**config.mk**
```make
export PLATFORM = sky130hd
export DESIGN_NAME = drss_sequencer
export DESIGN_NICKNAME = d
export VERILOG_FILES = /design/src/rtl/drss_pkg.sv /design/src/rtl/drss_sequencer.sv
export SDC_FILE = /design/constraint.sdc
export NUM_CORES = 1
export LEC_CHECK = 0
export CAP_MARGIN = 20
export CORE_MARGIN = 10
export CORE_UTILIZATION = 60
export DETAILED_ROUTE_END_ITERATION = 12
export DONT_BUFFER_PORTS = 1
export PLACE_DENSITY = 0.76
export SYNTH_ARGS = -nofsm -noshare
export SYNTH_HDL_FRONTEND = slang
export SYNTH_SLANG_ARGS = --single-unit
export TNS_END_PERCENT = 20
```
**constraint.sdc**
```tcl
create_clock -name ref_clk -period 17.8 [get_ports ref_clk]
set_clock_uncertainty 0.1 [all_clocks]
set_input_delay 2.67 -clock ref_clk [delete_from_list [all_inputs] [get_ports ref_clk]]
set_output_delay 2.67 -clock ref_clk [all_outputs]
set_load 0.01 [all_outputs]
```
**src/rtl/drss_pkg.sv**
```systemverilog
// Constants and types for the drive ramp and stop sequencer.
// Assumes frequencies in 0.01 Hz units and a 200 MHz system clock.
package drss_pkg;
    // ========================================================================
    // Clock and time base
    // ========================================================================
    localparam int CLK_MHZ = 200;
    localparam int TICK_MS = 10;
    localparam int TICK_CYCLES = TICK_MS * 1000 * CLK_MHZ;
    localparam logic [13:0] SECT_TICKS = 14'h000a;   // Ticks per 0.1 s
    localparam logic [15:0] DEAD_TICKS = 16'h000a;   // Ticks per 0.1 s

    // ========================================================================
    // Setting limits and documented defaults
    // ========================================================================
    localparam logic [9:0] SECT_MAX = 10'h1f4;           // 50.0 s
    localparam logic [9:0] SECT_DEF = 10'h001;           // 0.1 s
    localparam logic [15:0] STOP_SPD_MAX = 16'h2710;     // 100.00 Hz
    localparam logic [15:0] STOP_SPD_DEF = 16'h0032;     // 0.50 Hz
    localparam logic [15:0] BRAKE_START_DEF = 16'h0000;  // 0.00 Hz
    localparam logic [12:0] DEMAG_DEF = 13'h0000;        // 0.00 s
    localparam logic [9:0] BRAKE_CUR_DEF = 10'h000;      // 0.0 %
    localparam logic [12:0] BRAKE_DUR_DEF = 13'h0000;    // 0.00 s
    localparam logic [9:0] DEAD_DEF = 10'h000;           // 0.0 s

    // ========================================================================
    // Encodings
    // ========================================================================
    localparam logic RAMP_LINEAR = 1'b0;
    localparam logic RAMP_S_CURVE = 1'b1;
    localparam logic STOP_DECEL = 1'b0;
    localparam logic STOP_COAST = 1'b1;
    localparam logic [1:0] REV_AT_ZERO = 2'h0;
    localparam logic [1:0] REV_AT_START = 2'h1;
    localparam logic [1:0] REV_AT_STOP = 2'h2;

    typedef enum logic [5:0] {
        DRSS_IDLE = 6'h01,
        DRSS_RUN = 6'h02,
        DRSS_STOP = 6'h04,
        DRSS_DEMAG = 6'h08,
        DRSS_BRAKE = 6'h10,
        DRSS_DWELL = 6'h20
    } drss_state_t;
endpackage

```
**src/rtl/drss_sequencer.sv**
```systemverilog
// Speed-profile ramp generator and stop / DC brake / reversal sequencer.
// Assumes all settings are quasi-static inputs synchronous to ref_clk and
// that the power stage follows out_freq, out_dir, out_enable and brake.
//
// Contract
// Shape 0 ramps frequency linearly
// Shape 1 ramps along eased S curve
// Section times set curvature, 0-50 s
// Decel stop ramps, cuts at stop speed
// Coast stop cuts output at once
// Brake start frequency schedules post-stop brake
// Demagnetisation wait blocks output before brake
// Brake level follows programmed brake current
// Brake held for duration, then ends
// Reversal dwells at threshold for deadzone
// Threshold select: zero, start, stop speed
// Stop speed limited to 0-100 Hz
// Strict post-stop order, run aborts it
`timescale 1ns/1ps
`default_nettype none
module drss_sequencer #(
    parameter int TICK_CYCLES = drss_pkg::TICK_CYCLES
) (
    // Clock and reset
    input wire logic ref_clk,
    input wire logic rst_b,
    // Commands
    input wire logic run_cmd,
    input wire logic dir_cmd,
    input wire logic [15:0] freq_target,
    // Ramp settings
    input wire logic ramp_shape_select,
    input wire logic [15:0] accel_step,
    input wire logic [15:0] decel_step,
    input wire logic [9:0] s_curve_accel_start_time,
    input wire logic [9:0] s_curve_accel_end_time,
    input wire logic [9:0] s_curve_decel_start_time,
    input wire logic [9:0] s_curve_decel_end_time,
    // Stop and brake settings
    input wire logic stop_method_select,
    input wire logic [15:0] stop_speed_threshold,
    input wire logic [15:0] post_stop_brake_start_freq,
    input wire logic [12:0] demagnetisation_wait_time,
    input wire logic [9:0] post_stop_brake_current,
    input wire logic [12:0] post_stop_brake_duration,
    // Reversal settings
    input wire logic [15:0] start_freq,
    input wire logic [9:0] reversal_deadzone_time,
    input wire logic [1:0] reversal_threshold_select,
    // Power stage
    output logic [15:0] out_freq,
    output logic out_dir,
    output logic out_enable,
    output logic brake_active,
    output logic [9:0] brake_level
);
    // ========================================================================
    // Time base
    // ========================================================================
    logic [31:0] tick_cnt;
    wire tick = (tick_cnt == 32'(TICK_CYCLES - 1));

    // Every timer shares one 10 ms tick so long times need no wide counters
    always_ff @(posedge ref_clk or negedge rst_b) begin
        if (!rst_b) tick_cnt <= 32'h0000_0000;
        else tick_cnt <= tick ? 32'h0000_0000 : tick_cnt + 32'h0000_0001;
    end

    // ========================================================================
    // Setting conditioning
    // ========================================================================
    drss_pkg::drss_state_t state, next_state;
    logic [15:0] freq, next_freq, rate, tmr, next_tmr;
    logic [23:0] rem;
    logic dir, next_dir, pend, next_pend;

    // Out-of-range stop speed and section times are clamped rather than trusted
    wire [15:0] stop_spd = (stop_speed_threshold > drss_pkg::STOP_SPD_MAX) ?
        drss_pkg::STOP_SPD_MAX : stop_speed_threshold;
    wire [9:0] as_t = (s_curve_accel_start_time > drss_pkg::SECT_MAX) ?
        drss_pkg::SECT_MAX : s_curve_accel_start_time;
    wire [9:0] ae_t = (s_curve_accel_end_time > drss_pkg::SECT_MAX) ?
        drss_pkg::SECT_MAX : s_curve_accel_end_time;
    wire [9:0] ds_t = (s_curve_decel_start_time > drss_pkg::SECT_MAX) ?
        drss_pkg::SECT_MAX : s_curve_decel_start_time;
    wire [9:0] de_t = (s_curve_decel_end_time > drss_pkg::SECT_MAX) ?
        drss_pkg::SECT_MAX : s_curve_decel_end_time;

    // Reversal threshold decode, undefined code falls back to zero
    wire [15:0] thr = (reversal_threshold_select == drss_pkg::REV_AT_START) ? start_freq :
        (reversal_threshold_select == drss_pkg::REV_AT_STOP) ? stop_spd : 16'h0000;

    // ========================================================================
    // Ramp engine
    // ========================================================================
    wire reversing = (dir_cmd != dir);
    wire [15:0] tgt = (state == drss_pkg::DRSS_RUN) ? (reversing ? thr : freq_target) :
        16'h0000;
    wire up = (freq < tgt);
    wire [15:0] diff = up ? tgt - freq : freq - tgt;
    wire [15:0] full = up ? accel_step : decel_step;
    wire s_mode = (ramp_shape_select == drss_pkg::RAMP_S_CURVE);
    wire [13:0] n_start = 14'(up ? as_t : ds_t) * drss_pkg::SECT_TICKS;
    wire [13:0] n_end = 14'(up ? ae_t : de_t) * drss_pkg::SECT_TICKS;
    // Ease out once the remaining span fits under the falling rate triangle
    wire ease_out = s_mode && (32'({diff, 1'b0}) <= 32'(rate) * 32'(n_end));
    wire [13:0] n_now = ease_out ? n_end : n_start;
    // A floor of one keeps an eased ramp from stalling short of target
    wire [15:0] step = !s_mode ? full : ((rate == 16'h0000) ? 16'h0001 : rate);
    wire [15:0] mv = (step < diff) ? step : diff;
    wire [15:0] ramp_freq = !tick ? freq : (up ? freq + mv : freq - mv);

    // S-curve rate follows full*k/N, built by repeated subtraction between ticks
    always_ff @(posedge ref_clk or negedge rst_b) begin
        if (!rst_b) begin
            rate <= 16'h0000;
            rem <= 24'h00_0000;
        end else if (!s_mode || diff == 16'h0000) begin
            rate <= 16'h0000;
            rem <= 24'h00_0000;
        end else if (n_now == 14'h0000) begin
            rate <= ease_out ? 16'h0000 : full;
            rem <= 24'h00_0000;
        end else if (tick) begin
            rem <= rem + 24'(full);
        end else if (rem >= 24'(n_now)) begin
            rem <= rem - 24'(n_now);
            if (ease_out && rate != 16'h0000) rate <= rate - 16'h0001;
            else if (!ease_out && rate < full) rate <= rate + 16'h0001;
        end
    end

    // ========================================================================
    // Sequencer
    // ========================================================================
    wire tmr_zero = (tmr == 16'h0000);
    wire [15:0] tmr_dec = tick ? tmr - 16'h0001 : tmr;
    wire at_brake_freq = (freq <= post_stop_brake_start_freq);

    // Next-state decode for run, stop, demagnetise, brake and reversal dwell
    always_comb begin
        next_state = state;
        next_freq = freq;
        next_dir = dir;
        next_tmr = tmr;
        next_pend = pend;
        case (state)
            drss_pkg::DRSS_IDLE: begin
                next_freq = 16'h0000;
                if (run_cmd) begin
                    next_state = drss_pkg::DRSS_RUN;
                    next_dir = dir_cmd;
                    next_pend = 1'b0;
                end
            end
            drss_pkg::DRSS_RUN: begin
                next_freq = ramp_freq;
                if (!run_cmd && stop_method_select == drss_pkg::STOP_COAST) begin
                    next_state = drss_pkg::DRSS_IDLE;
                    next_freq = 16'h0000;
                end else if (!run_cmd) begin
                    next_state = drss_pkg::DRSS_STOP;
                    next_pend = 1'b0;
                end else if (reversing && freq <= thr) begin
                    next_state = drss_pkg::DRSS_DWELL;
                    next_freq = freq;
                    next_tmr = 16'(reversal_deadzone_time) * drss_pkg::DEAD_TICKS;
                end
            end
            drss_pkg::DRSS_STOP: begin
                next_freq = ramp_freq;
                if (at_brake_freq) next_pend = 1'b1;
                if (run_cmd) begin
                    next_state = drss_pkg::DRSS_RUN;
                end else if (freq <= stop_spd) begin
                    next_freq = 16'h0000;
                    if ((pend || at_brake_freq) && post_stop_brake_duration != 13'h0000) begin
                        next_state = drss_pkg::DRSS_DEMAG;
                        next_tmr = 16'(demagnetisation_wait_time);
                    end else begin
                        next_state = drss_pkg::DRSS_IDLE;
                    end
                end
            end
            drss_pkg::DRSS_DEMAG: begin
                if (run_cmd) begin
                    next_state = drss_pkg::DRSS_RUN;
                    next_dir = dir_cmd;
                end else if (tmr_zero) begin
                    next_state = drss_pkg::DRSS_BRAKE;
                    next_tmr = 16'(post_stop_brake_duration);
                end else begin
                    next_tmr = tmr_dec;
                end
            end
            drss_pkg::DRSS_BRAKE: begin
                if (run_cmd) begin
                    next_state = drss_pkg::DRSS_RUN;
                    next_dir = dir_cmd;
                end else if (tmr_zero) begin
                    next_state = drss_pkg::DRSS_IDLE;
                end else begin
                    next_tmr = tmr_dec;
                end
            end
            drss_pkg::DRSS_DWELL: begin
                if (!run_cmd) begin
                    // A flag left by an aborted stop must not brake this one
                    next_pend = 1'b0;
                    next_state = (stop_method_select == drss_pkg::STOP_COAST) ?
                        drss_pkg::DRSS_IDLE : drss_pkg::DRSS_STOP;
                    if (stop_method_select == drss_pkg::STOP_COAST) next_freq = 16'h0000;
                end else if (tmr_zero) begin
                    next_state = drss_pkg::DRSS_RUN;
                    next_dir = dir_cmd;
                end else begin
                    next_tmr = tmr_dec;
                end
            end
            default: next_state = drss_pkg::DRSS_IDLE;
        endcase
    end

    // Output stage follows the next state so outputs line up with the state
    wire next_drive = (next_state == drss_pkg::DRSS_RUN) ||
        (next_state == drss_pkg::DRSS_STOP) || (next_state == drss_pkg::DRSS_DWELL);
    wire next_brake = (next_state == drss_pkg::DRSS_BRAKE);

    always_ff @(posedge ref_clk or negedge rst_b) begin
        if (!rst_b) begin
            state <= drss_pkg::DRSS_IDLE;
            freq <= 16'h0000;
            dir <= 1'b0;
            tmr <= 16'h0000;
            pend <= 1'b0;
        end else begin
            state <= next_state;
            freq <= next_freq;
            dir <= next_dir;
            tmr <= next_tmr;
            pend <= next_pend;
        end
    end

    // Registered drive to the power stage
    always_ff @(posedge ref_clk or negedge rst_b) begin
        if (!rst_b) begin
            out_enable <= 1'b0;
            brake_active <= 1'b0;
            brake_level <= 10'h000;
        end else begin
            out_enable <= next_drive;
            brake_active <= next_brake;
            brake_level <= next_brake ? post_stop_brake_current : 10'h000;
        end
    end

    assign out_freq = freq;
    assign out_dir = dir;

    wire in_run = (state == drss_pkg::DRSS_RUN);
endmodule
`default_nettype wire

```
==> results of run 1 <==
cells in the final DEF (no fill, tap or decap), types with 17 or more instances in the layout:
cell type and n:
ha_1 309, o21a_1 31, and2_1 101, and3_1 22, nand3_1 64, xnor2_1 82
nand2_1 250, a21o_1 62, fa_1 163, mux2i_1 58, nor2b_1 38, xor2_1 48
a211oi_1 25, o22ai_1 22, nor4_1 25, dfrtp_1 123, o21bai_1 17, nand4_1 35
nand2b_1 39, or3_1 22, a22oi_1 19, nor2_1 178, o21ai_0 113, conb_1 21
a21oi_1 168, inv_1 343, clkbuf_16 17, buf_4 58, nor3_1 58, mux2_2 21
a22o_1 35
cell families after synthesis:
kind of cell | share of synthesized area
simple gates | 0.197
compound gates | 0.186
fa+ha+maj | 0.316
buf+inv | 0.0751
xor+xnor | 0.0518
flops | 0.137
mux | 0.0362
other cells | 0.000332
final cells by class:
| cell class | instances | area (um2) |
|---|---|---|
| clock buffers | 18 | 429 |
| clock inverters | 14 | 111 |
| fillers | 3178 | 13400 |
| inverters | 343 | 1290 |
| multi-input cells | 2228 | 18000 |
| flip-flops and latches | 124 | 3100 |
| well taps | 511 | 639 |
| repair buffers | 62 | 474 |
worst paths after layout:
path                       slack [ns]           end                    start  cells past startpoint
max                              0.89      rate[10]  stop_speed_threshold[2]                     66
min                              0.37  tick_cnt[31]             tick_cnt[31]                      1
max reg2reg                      2.66      rate[10]                 state[3]                     63
min reg2reg                      0.37  tick_cnt[31]             tick_cnt[31]                      1
max in group asynchronous       15.52      state[0]                    rst_b                      0
min in group asynchronous        1.83       tmr[12]                    rst_b                      0
stage by stage:
step           instance area (um2)  std cells  TNS [ns]  worst slack, ns
5_1_grt                      24000       3300  -0.00630         -0.00630
3_5_place_dp                 23300       3261     -5.96           -0.395
2_1_floorplan                22700       2791         0           0.0391
4_1_cts                      23900       3293         0            0.134
6_report                     24000       3300         0            0.891
3_3_place_gp                 23300       3260         0            0.285
routing by layer:
metal  vias up  routed length (um)  part of all wire
met1      9959               28500              0.41
li1       9622                   -                 -
met3       140                5450             0.078
met5         -                  13           0.00019
met4         2                2160             0.031
met2       828               33300              0.48
repair_timing:
| item | in CTS | in global routing |
|---|---|---|
| resized for setup | 1 | 16 |
| setup endpoints to repair | 2 | 39 |
| pin swaps | 0 | 4 |
| buffers inserted | 0 | 5 |
sequential cells by signal, indices dropped and copies added (netlist names), 6 cells and up:
signal / flops
brake_level: 10
out_freq: 16
rate: 16
rem: 24
state: 6
tick_cnt: 32
tmr: 16
==> impl_metrics.yaml, run 1 <==
outcome:
  status: "complete, no violations"
floorplanning:
  ioPinCount: 219
  die_h_um: 214
  rows: 71
  core_um2: 37400
  die_x_um: 214
  die-area_um2: 45800
  initial_core_util: 0.604
synth:
  async_reset_ff_frac: 1.00
  synth_top_area_share: 0.171
  yosysMostFrequentCell: "inv_1"
  yosys_warnings: 0
  ys_seq_area_frac: 0.137
  synth_area_leader_cell: "ha_1"
  synth_cell_type_count: 87
  netlist_area_um2: 22600
  syn_area_per_cell_um2: 8.15
  synth_seq_cells: 124
  synth_ff_type: "dfrtp_1"
  synthTopCellsByArea: "ha_1, fa_1, dfrtp_1, inv_1, nand2_1"
  synthTopCellsByCount: "inv_1, ha_1, nand2_1"
  synthesis.instances: 2772
  synth_edf_count: 0
timing:
  slew_violations: 0
  maxSlewHeadroom: 0.342
  max_freq_ghz: 0.0591
  hold_violations: 0
  post-route-min-period_ns: 16.91
  setup_viol: 0
  hold_ws_ns: 0.366
  period_share: 0.950
  worst_slew_pin_slew_ns: 0.977
clock_tree:
  clock_sinks: 124
  cts_hold_buf: 0
  clockRootBuffer: "clkbuf_16"
  cts-htree-levels: 4
  clk_path_buf_depth: 2
  path_clk_slew_ns: 0.06
  numCtsBuffers: 17
  clk_latency_ns: 0.44
  cts_tree: "built"
global_routing:
  use_met1: 0.370
  grt_pass1_wl_um: 111000
  grt_busiest_layer: "met2"
  use_met2: 0.502
  use_met3: 0.0546
  antenna_found_initial: 3
  gr-usage-all-layers: 0.294
  grt_pass1_vias: 20800
  grt_remaining_overflow: 0
  grt_start_max_net_pins: 125
routing:
  ant_nets: 0
  drc_errors: 0
  via_per_inst: 6.23
  drt_iter0_drc: 1600
  vias: 20600
  routed_wirelength_um: 69500
  wl_per_cell_um: 21.0
  drt_first_pass_iters: 6
worst_setup_path:
  worstPathArrival_ns: 17.10
  path_buf_inv: 10
  crit_path_frequent_cell: "ha_1"
  critPathMaxStageDelay_ns: 0.55
  critPathRequiredTime_ns: 17.99
  critPathMaxFanout: 15
  endpoint_kind: "flip-flop"
  start_kind: "primary input"
  crit_slowest_cell: "fa_1"
  path_class: "primary input to flip-flop"
  cp_top_family: "compound AO/OA/AOI/OAI gates"
layout:
  diodes: 0
  layout-drive-gt1-share: 0.0567
  fin_util: 0.642
  syn_to_final_growth_pct: 6.34
  nNetsFinal: 3438
hold_path:
  min_path_type: "flip-flop to flip-flop"
run:
  drv_cap: 0
place:
  port_buffers: 0
  place.gp.congestion: 0.964
  dp.final_hpwl_um: 55600
Power of run 1 is left out: the tool's default activity adds up to more than one toggle a clock period on the data nets, which glitch-free logic cannot reach.
==> run 2: changes to the inputs <==
BUFFER_PORTS_ARGS = -buffer_cell sky130_fd_sc_hd__clkbuf_2   (was not set)
DONT_BUFFER_PORTS = not set   (was 1)
PLACE_DENSITY = 0.81   (was 0.76)
==> run 2 against run 1 <==
Effect of this change: critical path depth down 3; clock-buffer cell count increased by 2; critical endpoint is now rate[12]; highest routed layer unchanged; largest cell class unchanged; first-iteration DRC count rose by 23%; global-route usage grew 0.34 points; final cell count grew 6.2%; fmax is essentially flat.
==> impl_metrics.yaml, run 2 (same netlist as run 1, synthesis figures left out) <==
worst_setup_path:
  endpoint_kind: "flip-flop"
  path_class: "primary input to flip-flop"
  start_kind: "primary input"
  crit_slowest_cell: "fa_1"
  critPathMaxFanout: 15
  critPathRequiredTime_ns: 17.99
  worstPathArrival_ns: 17.10
  critPathMaxStageDelay_ns: 0.53
clock_tree:
  cts_tree: "built"
  clockRootBuffer: "clkbuf_16"
  numCtsBuffers: 17
  cts_hold_buf: 0
  clk_path_buf_depth: 2
  clk_latency_ns: 0.43
  clock_sinks: 124
  cts-htree-levels: 4
  path_clk_slew_ns: 0.06
layout:
  instances_no_fill: 3506
  largest_reg_flops: 32
  layout_common_cells: "inv_1, ha_1, nand2_1"
  syn_to_final_growth_pct: 11.4
  nNetsFinal: 3644
  layout-drive-gt1-share: 0.123
  top_regs: "tick_cnt: 32 flops, rem: 24 flops"
  final_common_cell: "inv_1"
  diodes: 0
  design_area_um2: 25200
  top_register: "tick_cnt"
  fin_util: 0.673
floorplanning:
  die-area_um2: 45800
  core_um2: 37400
  initial_core_util: 0.604
  die_x_um: 214
  die_h_um: 214
  ioPinCount: 219
  rows: 71
timing:
  period_share: 0.950
  hold_violations: 0
  maxSlewHeadroom: 0.292
  worst_slew_pin_slew_ns: 1.06
  post-route-min-period_ns: 16.91
  fin_ws_ns: 0.887
  slew_violations: 0
  max_freq_ghz: 0.0591
  setup_viol: 0
global_routing:
  grt_start_max_net_pins: 72
  grt_pass1_wl_um: 114000
  gr-usage-all-layers: 0.298
  grt_pass1_vias: 22200
  antenna_found_initial: 2
  grt_remaining_overflow: 0
routing:
  drt_first_pass_iters: 6
  ant_nets: 0
  via_per_inst: 6.20
  drt_iter0_drc: 1963
  wl_per_cell_um: 19.9
  drc_errors: 0
  vias: 21700
  routed_wirelength_um: 69900
place:
  placed_cell_area_um2: 24400
  place.gp.congestion: 0.984
  place_ws_ns: -0.153
  dpl.cell_count: 3470
  port_buffers: 218
  dp.final_hpwl_um: 56000
run:
  drv_cap: 0
hold_path:
  min_path_type: "flip-flop to flip-flop"
outcome:
  status: "complete, no violations"
run 2: cell type report:
cell class / count / area (um2)
timing repair buffer: 268 / 1480
clock inverter: 12 / 208
multi-input combinational: 2228 / 18000
fill: 3085 / 12200
tap: 511 / 639
clock buffer: 20 / 467
sequential: 124 / 3100
inverter: 343 / 1290
run 2: critical path: cells and delay by family:
kind	cells	cell delay [ns]
adders and majority gates	13	4.96
and+or+nand+nor	17	2.98
xor gates and xnor gates	2	0.36
buffers and inverters	8	1.28
muxes	2	0.38
AOI/OAI and AO/OA	21	4.48
run 2: what timing repair did:
| action | CTS | global route |
|---|---|---|
| buffers inserted | 0 | 2 |
| setup endpoints to repair | 0 | 39 |
| gates resized for setup | 0 | 24 |
run 2: worst paths after layout:
path | startpoint | end | slack [ns] | cells past startpoint
setup / recovery | stop_speed_threshold[2] | rate[12] | 0.89 | 63
hold / removal | tick_cnt[31] | tick_cnt[31] | 0.37 | 1
setup reg to reg | state[3] | rate[12] | 2.74 | 57
hold reg to reg | tick_cnt[31] | tick_cnt[31] | 0.37 | 1
max in group asynchronous | rst_b | out_freq[1] | 13.99 | 2
min in group asynchronous | rst_b | rem[22] | 2.19 | 1
run 2: per-layer routing:
layer / vias to the layer above / track usage / part of all wire
li1: 10000 / - / -
met1: 10500 / 0.380 / 0.40
met2: 1007 / 0.499 / 0.48
met3: 164 / 0.0501 / 0.083
met4: 2 / 0.106 / 0.033
met5: - / 0 / 0.00014
run 2: per-stage QoR:
step | TNS, ns | hold WS (ns)
2_1_floorplan | 0 | 0.343
3_3_place_gp | 0 | 0.363
3_5_place_dp | -1.78 | 0.364
4_1_cts | 0 | 0.373
5_1_grt | -0.00971 | 0.405
6_report | 0 | 0.371
Power of run 2 is left out for the same reason.
